[config.mk]
export PLATFORM = sky130hd
export DESIGN_NAME = interrupt_vector_offset_bank
export DESIGN_NICKNAME = d
export VERILOG_FILES = /design/src/ivob_pkg.sv /design/src/interrupt_vector_offset_bank.sv
export VERILOG_INCLUDE_DIRS = /design/src
export SDC_FILE = /design/constraint.sdc
export NUM_CORES = 1
export LEC_CHECK = 0
export ABC_AREA = 1
export BUFFER_PORTS_ARGS = -buffer_cell sky130_fd_sc_hd__buf_2
export CORE_MARGIN = 2
export CORE_UTILIZATION = 59
export CTS_CLUSTER_DIAMETER = 30
export CTS_CLUSTER_SIZE = 20
export DETAILED_ROUTE_END_ITERATION = 16
export GPL_TIMING_DRIVEN = 0
export MAX_ROUTING_LAYER = met4
export PLACE_DENSITY = 0.78
export SETUP_SLACK_MARGIN = 0.5
export SKIP_CTS_REPAIR_TIMING = 1
export SYNTH_ARGS = -nofsm -noshare
export SYNTH_HDL_FRONTEND = slang
export SYNTH_SLANG_ARGS = --single-unit
[constraint.sdc]
create_clock -name aclk -period 3.38 [get_ports aclk]
set_clock_uncertainty 0.2 [all_clocks]
set_input_delay 0.507 -clock aclk [delete_from_list [all_inputs] [get_ports aclk]]
set_output_delay 0.507 -clock aclk [all_outputs]
set_load 0.01 [all_outputs]
[src/ivob_defs.svh]
// address map, field positions, reset values and bus codes of the bank
`ifndef IVOB_DEFS_SVH
`define IVOB_DEFS_SVH

// bus address and data widths and alias operation bits
`define IVOB_ADDR_W      12
`define IVOB_DATA_W      32
`define IVOB_ALIAS_MASK  12'h00c
`define IVOB_OP_HI       3
`define IVOB_OP_LO       2

// controller registers that carry clear, set and invert aliases
`define IVOB_FLAG_ADDR   12'h000
`define IVOB_IEN_ADDR    12'h010
`define IVOB_PEN_ADDR    12'h020

// vector offset registers, base address only
`define IVOB_VOFF41_ADDR 12'h5e4
`define IVOB_VOFF42_ADDR 12'h5e8
`define IVOB_VOFF43_ADDR 12'h5ec
`define IVOB_VOFF44_ADDR 12'h5f0
`define IVOB_VOFF45_ADDR 12'h5f4
`define IVOB_VOFF46_ADDR 12'h5f8
`define IVOB_VOFF47_ADDR 12'h5fc
`define IVOB_VOFF48_ADDR 12'h600
`define IVOB_VOFF49_ADDR 12'h604
`define IVOB_VOFF50_ADDR 12'h608
`define IVOB_VOFF53_ADDR 12'h614
`define IVOB_VOFF54_ADDR 12'h618
`define IVOB_VOFF55_ADDR 12'h61c
`define IVOB_VOFF56_ADDR 12'h620
`define IVOB_NUM_VEC     14

// vector offset field position and reset value
`define IVOB_VECTOR_OFFSET_FIELD_MSB    17
`define IVOB_VECTOR_OFFSET_FIELD_LSB    1
`define IVOB_VECTOR_OFFSET_FIELD_W      17
`define IVOB_VECTOR_OFFSET_FIELD_RST    17'h00000
`define IVOB_CTRL_RST    32'h00000000

// axi response codes
`define IVOB_RESP_OKAY   2'h0
`define IVOB_RESP_SLVERR 2'h2

`endif

[src/ivob_pkg.sv]
// types shared by the vector offset bank
package ivob_pkg;

  // write channel progress
  typedef enum logic {wr_collect, wr_resp} wr_state_t;

  // register group hit by an address
  typedef enum logic [2:0] {
    grp_none, grp_flag, grp_ien, grp_pen, grp_vec
  } reg_grp_t;

  // alias operation selected by address bits 3:2
  typedef enum logic [1:0] {op_base, op_clr, op_set, op_inv} alias_op_t;

endpackage : ivob_pkg

[src/interrupt_vector_offset_bank.sv]
// What this block does
// - flag, enable registers have clear/set/invert aliases
// - vector offsets: base address only, plain replace
// - enabled peripheral event sets its flag
// - flag setting ignores the interrupt enable
// - flags stay set until software clears
// - unimplemented bits read zero, ignore writes
//
// Added by the designer: the AXI4-Lite register port.
`timescale 1ns/1ps
`include "ivob_defs.svh"

module interrupt_vector_offset_bank #(
  parameter int N_EVT = 8                        // event sources
) (
  input  wire logic                    aclk,
  input  wire logic                    aresetn,
  input  wire logic                    ce,       // low freezes all state
  // axi4-lite write address
  input  wire logic [`IVOB_ADDR_W-1:0] awaddr,
  input  wire logic [2:0]              awprot,
  input  wire logic                    awvalid,
  output logic                         awready,
  // axi4-lite write data
  input  wire logic [`IVOB_DATA_W-1:0] wdata,
  input  wire logic [3:0]              wstrb,
  input  wire logic                    wvalid,
  output logic                         wready,
  // axi4-lite write response
  output logic [1:0]                   bresp,
  output logic                         bvalid,
  input  wire logic                    bready,
  // axi4-lite read address
  input  wire logic [`IVOB_ADDR_W-1:0] araddr,
  input  wire logic [2:0]              arprot,
  input  wire logic                    arvalid,
  output logic                         arready,
  // axi4-lite read data
  output logic [`IVOB_DATA_W-1:0]      rdata,
  output logic [1:0]                   rresp,
  output logic                         rvalid,
  input  wire logic                    rready,
  // peripheral events, one cycle pulses on aclk
  input  wire logic [N_EVT-1:0]        periph_evt,
  // level interrupt, unmasked flag pending
  output logic                         irq
);
  import ivob_pkg::*;

  localparam int NV = `IVOB_NUM_VEC;
  localparam int AW = `IVOB_ADDR_W;
  localparam int DW = `IVOB_DATA_W;
  // refuse event counts the 32-bit registers cannot hold
  if (N_EVT < 1 || N_EVT > DW) begin : g_chk
    $error("N_EVT must lie between 1 and 32");
  end
  // base addresses of the vector offset registers
  localparam logic [AW-1:0] VEC_ADDR [NV] = '{
    `IVOB_VOFF41_ADDR, `IVOB_VOFF42_ADDR, `IVOB_VOFF43_ADDR,
    `IVOB_VOFF44_ADDR, `IVOB_VOFF45_ADDR, `IVOB_VOFF46_ADDR,
    `IVOB_VOFF47_ADDR, `IVOB_VOFF48_ADDR, `IVOB_VOFF49_ADDR,
    `IVOB_VOFF50_ADDR, `IVOB_VOFF53_ADDR, `IVOB_VOFF54_ADDR,
    `IVOB_VOFF55_ADDR, `IVOB_VOFF56_ADDR};
  wr_state_t                wr_st_ff;            // write channel state
  logic                     awready_ff;          // low while address held
  logic                     wready_ff;           // low while data held
  logic [AW-1:0]            wr_addr_ff;          // held write address
  logic [DW-1:0]            wr_data_ff;          // held write data
  logic [3:0]               wr_strb_ff;          // held byte strobes
  logic                     bvalid_ff;           // write answer pending
  logic [1:0]               bresp_ff;            // write answer code
  logic                     arready_ff;          // low while read answer pending
  logic                     rvalid_ff;           // read answer pending
  logic [DW-1:0]            rdata_ff;            // read answer data
  logic [1:0]               rresp_ff;            // read answer code
  logic [DW-1:0]            rd_mask_ff;          // implemented bits read
  logic [N_EVT-1:0]         flags_ff;            // sticky interrupt flags
  logic [N_EVT-1:0]         ien_ff;              // interrupt enable mask
  logic [N_EVT-1:0]         pen_ff;              // peripheral enables
  logic [`IVOB_VECTOR_OFFSET_FIELD_W-1:0]  vector_offset_field_ff [NV];        // vector offset fields
  logic                     irq_ff;              // registered interrupt
  logic                     wr_fire;             // write performed now
  reg_grp_t                 w_grp;               // write target group
  alias_op_t                w_op;                // write alias operation
  logic [DW-1:0]            w_mask;              // byte lanes written
  logic [NV-1:0]            w_vhit;              // write hits vector i
  reg_grp_t                 r_grp;               // read target group
  alias_op_t                r_op;                // read alias operation
  logic [NV-1:0]            r_vhit;              // read hits vector i
  logic [DW-1:0]            rd_val;              // read mux value
  logic [DW-1:0]            rd_msk;              // read mux live bits
  logic                     rd_ok;               // read address mapped
  logic [N_EVT-1:0]         evt_set;             // events that set flags
  logic [N_EVT-1:0]         nxt_flags;           // next flag value
  logic [N_EVT-1:0]         nxt_ien;             // next enable mask
  logic [N_EVT-1:0]         nxt_pen;             // next peripheral enable

  // group of an address once the alias bits are stripped
  function automatic reg_grp_t grp_of(input logic [AW-1:0] a,
                                      input logic          vhit);
    logic [AW-1:0] base;
    base = a & ~`IVOB_ALIAS_MASK;
    if (vhit)                         grp_of = grp_vec;
    else if (base == `IVOB_FLAG_ADDR) grp_of = grp_flag;
    else if (base == `IVOB_IEN_ADDR)  grp_of = grp_ien;
    else if (base == `IVOB_PEN_ADDR)  grp_of = grp_pen;
    else                              grp_of = grp_none;
  endfunction : grp_of
  // apply a base write or an alias operation to a register
  function automatic logic [DW-1:0] apply_op(input logic [DW-1:0] old,
                                             input logic [DW-1:0] d,
                                             input logic [DW-1:0] m,
                                             input alias_op_t     op);
    case (op)
      op_clr:  apply_op = old & ~(d & m);
      op_set:  apply_op = old | (d & m);
      op_inv:  apply_op = old ^ (d & m);
      default: apply_op = (old & ~m) | (d & m);
    endcase
  endfunction : apply_op
  // per-vector address match for both channels
  for (genvar i = 0; i < NV; i++) begin : g_vhit
    assign w_vhit[i] = (wr_addr_ff[AW-1:2] == VEC_ADDR[i][AW-1:2]);
    assign r_vhit[i] = (araddr[AW-1:2] == VEC_ADDR[i][AW-1:2]);
  end
  // write decode and byte lane mask
  always_comb begin
    w_grp  = grp_of(wr_addr_ff, |w_vhit);
    w_op   = alias_op_t'(wr_addr_ff[`IVOB_OP_HI:`IVOB_OP_LO]);
    w_mask = {{8{wr_strb_ff[3]}}, {8{wr_strb_ff[2]}},
              {8{wr_strb_ff[1]}}, {8{wr_strb_ff[0]}}};
  end
  assign wr_fire = ce && wr_st_ff == wr_collect && !awready_ff
                   && !wready_ff;
  // write channel: hold address and data, then answer
  always_ff @(posedge aclk) begin
    if (!aresetn) begin
      wr_st_ff   <= wr_collect;
      awready_ff <= 1'b1;
      wready_ff  <= 1'b1;
      wr_addr_ff <= '0;
      wr_data_ff <= '0;
      wr_strb_ff <= '0;
      bvalid_ff  <= 1'b0;
      bresp_ff   <= `IVOB_RESP_OKAY;
    end else if (ce) begin
      case (wr_st_ff)
        wr_collect: begin
          // address and data are taken in either order
          if (awvalid && awready_ff) begin
            wr_addr_ff <= awaddr;
            awready_ff <= 1'b0;
          end
          if (wvalid && wready_ff) begin
            wr_data_ff <= wdata;
            wr_strb_ff <= wstrb;
            wready_ff  <= 1'b0;
          end
          // both held: the write lands now, answer follows
          if (wr_fire) begin
            bvalid_ff <= 1'b1;
            bresp_ff  <= (w_grp == grp_none) ? `IVOB_RESP_SLVERR
                                             : `IVOB_RESP_OKAY;
            wr_st_ff  <= wr_resp;
          end
        end
        wr_resp: begin
          // reopen both channels once the answer is taken
          if (bready) begin
            bvalid_ff  <= 1'b0;
            awready_ff <= 1'b1;
            wready_ff  <= 1'b1;
            wr_st_ff   <= wr_collect;
          end
        end
        default: wr_st_ff <= wr_collect;
      endcase
    end
  end
  // read mux, alias addresses read as zero
  always_comb begin
    r_grp  = grp_of(araddr, |r_vhit);
    r_op   = alias_op_t'(araddr[`IVOB_OP_HI:`IVOB_OP_LO]);
    rd_val = '0;
    rd_msk = '0;
    rd_ok  = 1'b1;
    case (r_grp)
      grp_flag: if (r_op == op_base) begin
        rd_val = DW'(flags_ff);
        rd_msk = DW'({N_EVT{1'b1}});
      end
      grp_ien: if (r_op == op_base) begin
        rd_val = DW'(ien_ff);
        rd_msk = DW'({N_EVT{1'b1}});
      end
      grp_pen: if (r_op == op_base) begin
        rd_val = DW'(pen_ff);
        rd_msk = DW'({N_EVT{1'b1}});
      end
      grp_vec: begin
        for (int i = 0; i < NV; i++) begin
          if (r_vhit[i]) begin
            rd_val = DW'({vector_offset_field_ff[i], 1'b0});
          end
        end
        rd_msk = DW'({{`IVOB_VECTOR_OFFSET_FIELD_W{1'b1}}, 1'b0});
      end
      default: rd_ok = 1'b0;
    endcase
  end
  // read channel: one answer per accepted address
  always_ff @(posedge aclk) begin
    if (!aresetn) begin
      arready_ff <= 1'b1;
      rvalid_ff  <= 1'b0;
      rdata_ff   <= '0;
      rresp_ff   <= `IVOB_RESP_OKAY;
      rd_mask_ff <= '0;
    end else if (ce) begin
      if (arvalid && arready_ff) begin
        arready_ff <= 1'b0;
        rvalid_ff  <= 1'b1;
        rdata_ff   <= rd_val & rd_msk;
        rd_mask_ff <= rd_msk;
        rresp_ff   <= rd_ok ? `IVOB_RESP_OKAY : `IVOB_RESP_SLVERR;
      end else if (rvalid_ff && rready) begin
        rvalid_ff  <= 1'b0;
        arready_ff <= 1'b1;
      end
    end
  end
  assign evt_set = periph_evt & pen_ff;
  // next values of the aliased control registers
  always_comb begin
    nxt_flags = flags_ff;
    nxt_ien   = ien_ff;
    nxt_pen   = pen_ff;
    if (wr_fire && w_grp == grp_flag) begin
      nxt_flags = N_EVT'(apply_op(DW'(flags_ff), wr_data_ff, w_mask,
                                  w_op));
    end
    if (wr_fire && w_grp == grp_ien) begin
      nxt_ien = N_EVT'(apply_op(DW'(ien_ff), wr_data_ff, w_mask, w_op));
    end
    if (wr_fire && w_grp == grp_pen) begin
      nxt_pen = N_EVT'(apply_op(DW'(pen_ff), wr_data_ff, w_mask, w_op));
    end
    // a same-cycle event beats a clear
    nxt_flags = nxt_flags | evt_set;
  end
  // control registers and the interrupt line
  always_ff @(posedge aclk) begin
    if (!aresetn) begin
      flags_ff <= N_EVT'(`IVOB_CTRL_RST);
      ien_ff   <= N_EVT'(`IVOB_CTRL_RST);
      pen_ff   <= N_EVT'(`IVOB_CTRL_RST);
      irq_ff   <= 1'b0;
    end else if (ce) begin
      flags_ff <= nxt_flags;
      ien_ff   <= nxt_ien;
      pen_ff   <= nxt_pen;
      irq_ff   <= |(flags_ff & ien_ff);
    end
  end
  // vector offset storage, one register per vector
  for (genvar i = 0; i < NV; i++) begin : g_vector_offset_field
    always_ff @(posedge aclk) begin
      if (!aresetn) begin
        vector_offset_field_ff[i] <= `IVOB_VECTOR_OFFSET_FIELD_RST;
      end else if (ce && wr_fire && w_vhit[i]) begin
        vector_offset_field_ff[i] <= vector_offset_field_ff[i] & ~w_mask[`IVOB_VECTOR_OFFSET_FIELD_MSB:`IVOB_VECTOR_OFFSET_FIELD_LSB]
                    | wr_data_ff[`IVOB_VECTOR_OFFSET_FIELD_MSB:`IVOB_VECTOR_OFFSET_FIELD_LSB]
                    & w_mask[`IVOB_VECTOR_OFFSET_FIELD_MSB:`IVOB_VECTOR_OFFSET_FIELD_LSB];
      end
    end
  end
  // ports straight from flip-flops
  assign awready = awready_ff;
  assign wready  = wready_ff;
  assign bvalid  = bvalid_ff;
  assign bresp   = bresp_ff;
  assign arready = arready_ff;
  assign rvalid  = rvalid_ff;
  assign rdata   = rdata_ff;
  assign rresp   = rresp_ff;
  assign irq     = irq_ff;
  // helper terms read only by the checks below
  logic [3:0] vidx_w;                            // index of written vector
  logic       vector_offset_field_any;                          // some offset nonzero
  always_comb begin
    vidx_w   = '0;
    vector_offset_field_any = 1'b0;
    for (int i = 0; i < NV; i++) begin
      if (w_vhit[i]) vidx_w = 4'(i);
      vector_offset_field_any = vector_offset_field_any | (|vector_offset_field_ff[i]);
    end
  end
endmodule : interrupt_vector_offset_bank

==> summary.txt <==
Outcome
  • Status: complete, but fails checks
  • Failing checks: hold timing

Pwr
  • Max VDD drop: between 0.3 and 0.4 mV
  • Static leakage: 0.008442 uW
  • Power Dens Cells: between 500 and 600 mW/mm^2
  • Power Total: 12560 uW

Global route
  • Largest net degree at the start of global routing: 18
  • First-pass GRT wire length: 86.56 mm
  • Antenna violations before repair: 1
  • GR Util met2: 62.27%
  • Vias in the first global route: 15990
  • Met3 Track Usage GR: under 10%
  • Most Crowded Layer GR: met2
  • Total grt overflow: 0
  • M1 GR Usage: roughly 44%
  • Gr usage total: 38.15%

Floorplanning
  • Die height: about 170 microns
  • Total I/O pin count: roughly 120
  • Initial Utilization: roughly 60%
  • Die area: 0.03047 sq mm
  • Die Wd: 174.6 microns
  • Core area: 0.02870 sq mm
  • # rows: between 60 and 70

Synth
  • Post-synthesis register bit count: between 300 and 400
  • Synth Area in Simple Gates: about a quarter
  • Ys async rst share: 0%
  • Mapped Cells: just over 2000
  • Synth cell types: 50
  • Synth Area in Adders: between 1.5 and 2%
  • Main synth FF type: edfxtp_1
  • XOR/XNOR share of the synthesized area: 0%
  • Compound-Gate Fraction of Synth Area: 16.23%
  • Largest family of logic cells by synthesized area: simple AND/OR/NAND/NOR gates
  • Yosys top cell by area: edfxtp_1
  • Synth top area share: a little over two fifths
  • Top-count cell post-synth: nor2_1
  • Area contributors post-synth: edfxtp_1 (42%), a21oi_1 (10%), dfxtp_1 (9.8%)
  • Synth Warn #: 0
  • Mux contribution to synthesized area: 0%
  • Mapped Area: about 0.017 sq mm
  • Post-synth top cells: nor2_1 (391), nand2_1 (359), a21oi_1 (346)
  • Post-synth EDFFs: roughly 240
  • Syn avg cell area: 8.275 sq um
  • Seq/Total Area, Yosys: between 50 and 60%

Worst setup path
  • Stages on worst setup path: 4
  • CP Capture Type: flop
  • Setup CP Type: in2reg
  • Top cell by count, worst path: clkbuf_1
  • Crit path capture: vector_offset_field_ff[1][76]
  • Crit Reg-Reg Endpoint: vector_offset_field_ff[0][95]
  • CP Cell Sequence: clkbuf_1 -> clkbuf_1 -> clkbuf_1 -> nand2_1
  • Reg2Reg Launch Point: wr_addr_ff[10]
  • Reg2reg path depth: 7
  • Delay-heaviest family, CP: buffers and inverters
  • Reg2Reg Setup Slack: approximately 600 ps
  • Critical Path Start Type: input pin
  • CP max-delay cell: nand2_1
  • Worst path bufs/invs: 3
  • Critical Path AT: 2700 ps
  • Crit-path max cell delay: around 680 ps
  • CP max FO: 17
  • Crit path launch: aresetn
  • WP data required: 3280 ps

Clock tree
  • TritonCTS clock tree: built
  • Clock slew at reported path FFs: around 50 ps
  • CTS Buffer Depth: 3
  • CTS HTree Levels: 3
  • Clock Latency Late Sink: about 570 ps
  • Clock sinks: roughly 320
  • Num CTS Buffers: 75
  • Clk root buf: clkbuf_16

STA
  • Transition time of the tightest slew-check pin: about 1200 ps
  • Fin. Hold Viols: 14
  • Slew Limit Headroom: 17.57%
  • Max Slew Vio Count: 0
  • Period utilisation layout: slightly above 80%
  • Setup violations, final: 0
  • RSZ-0062 raised after global routing: true
  • F_max: between 300 and 400 MHz
  • Hold WS: -36.71 ps
  • Post-layout min period: between 2000 and 3000 ps
  • Setup ws final: 582.4 ps

Hold path
  • Worst Hold Class: in2reg

Drt
  • Via-per-instance ratio: 6.038
  • Number of remaining DRC errors: 0
  • Via count: between 15000 and 20000
  • WL final: 56.67 mm
  • 1st-pass router iterations: 8
  • Initial drt markers: approximately 1900
  • WL/cell: between 20 and 25 microns
  • Routed Antenna Nets: 0

Final layout
  • Filler cells: between 2000 and 2500
  • Nets: roughly 2400
  • P&R area growth vs syn: 22.05%
  • Post-layout util: between 70 and 80%
  • Fin cells: between 2000 and 3000
  • Layout cell share with drive strength beyond 1: between 10% and 20%

Placement
  • Post-detail-place hpwl: approximately 40 mm
  • RePlAce Congestion: between 0.9 and 1
  • Port Buf Inserts: between 80 and 90
  • Placed Instances: about 2600
  • Pre-CTS WS: -251.5 ps

Flow run
  • Max Cap Viol: 0
-- how the worst min path moves through the flow --
stage                   startpoint        endpoint  cells after the start
finish                    wdata[1]   wr_data_ff[1]                      3
global route             awaddr[5]   wr_addr_ff[5]                      3
CTS                      awaddr[0]   wr_addr_ff[0]                      3
detailed placement          bvalid          bvalid                      2
global placement            bvalid          bvalid                      2
floorplan           wr_addr_ff[11]  wr_addr_ff[11]                      2
-- stage by stage --
stage / TNS, ps / hold slack, ps / area (sq um)
floorplan: 0 / 264.2 / 17220
global placement: -52180 / 240.0 / 18120
detailed placement: -1034 / 249.6 / 18220
CTS: 0 / -45.24 / 20800
global route: 0 / 1.889 / 20940
finish: 0 / -36.71 / 20950
-- layout make-up --
type	count	area [sq um]	share of cell area, %
Antenna cell	2	5.005	0.02389
Sequential cell	322	8828	42.15
Multi-Input combinational cell	1489	7264	34.68
Clock inverter	45	549.3	2.622
Inverter	150	569.3	2.718
Buffer	128	625.6	2.987
Tap cell	384	480.5	2.294
Timing Repair Buffer	100	598.1	2.855
Clock buffer	93	2026	9.671
-- cell families (layout without fill, tap and decap cells) --
group,count (synthesis),count (layout)
AOI/OAI and AO/OA,515,515
adders and majority gates,24,24
buffers and inverters,278,516
DFF,322,322
other,1,18
and+or+nand+nor,934,934
-- where the power goes --
part,switching [uW],total [uW],internal [uW]
Clock,2350,7360,5010
Sequential,91.0,4480,4390
Combinational,512,724,212
Total,2950,12600,9610
-- state kept, by name, summed over array words and instances (netlist names), 3 cells and up --
name	count
ien_ff	8
wr_addr_ff	12
wr_strb_ff	3
rdata	18
vector_offset_field_ff	238
wr_data_ff	18
pen_ff	8
flags_ff	8
-- layer usage --
layer,vias up,part of all wire [%]
li1,7455,-
met1,7685,36
met2,982,48
met3,258,9.0
met4,0,6.9
met5,-,0
-- worst register-to-register path: stages, from the launching register on --
cell      delay [ps]
dfxtp_1          370
nand2_1          250
nor3_1           390
nand2_1          280
inv_1            190
nand3_1          380
clkbuf_1         380
nor2_1           170
-- cells in the final DEF, fill, tap and decap left out, drive strengths merged --
master	instances
nor2	417
nand2	369
a21oi	352
edfxtp	238
clkbuf	182
inv	153
buf	132
o21ai	101
dfxtp	84
nand3	59
nor3	36
ha	24
or2	24
clkinv	24
nand4	21
conb	16
a221oi	12
o221ai	11
bufinv	10
a22oi	9
o22ai	9
clkinvlp	8
a211oi	7
o211ai	7
dlygate4sd3	7
nor4	6
diode	2
o2111ai	2
nand3b	2
a31oi	1
o31ai	1
a21o	1
a32o	1
a22o	1
(Power assumes the default switching activity.)
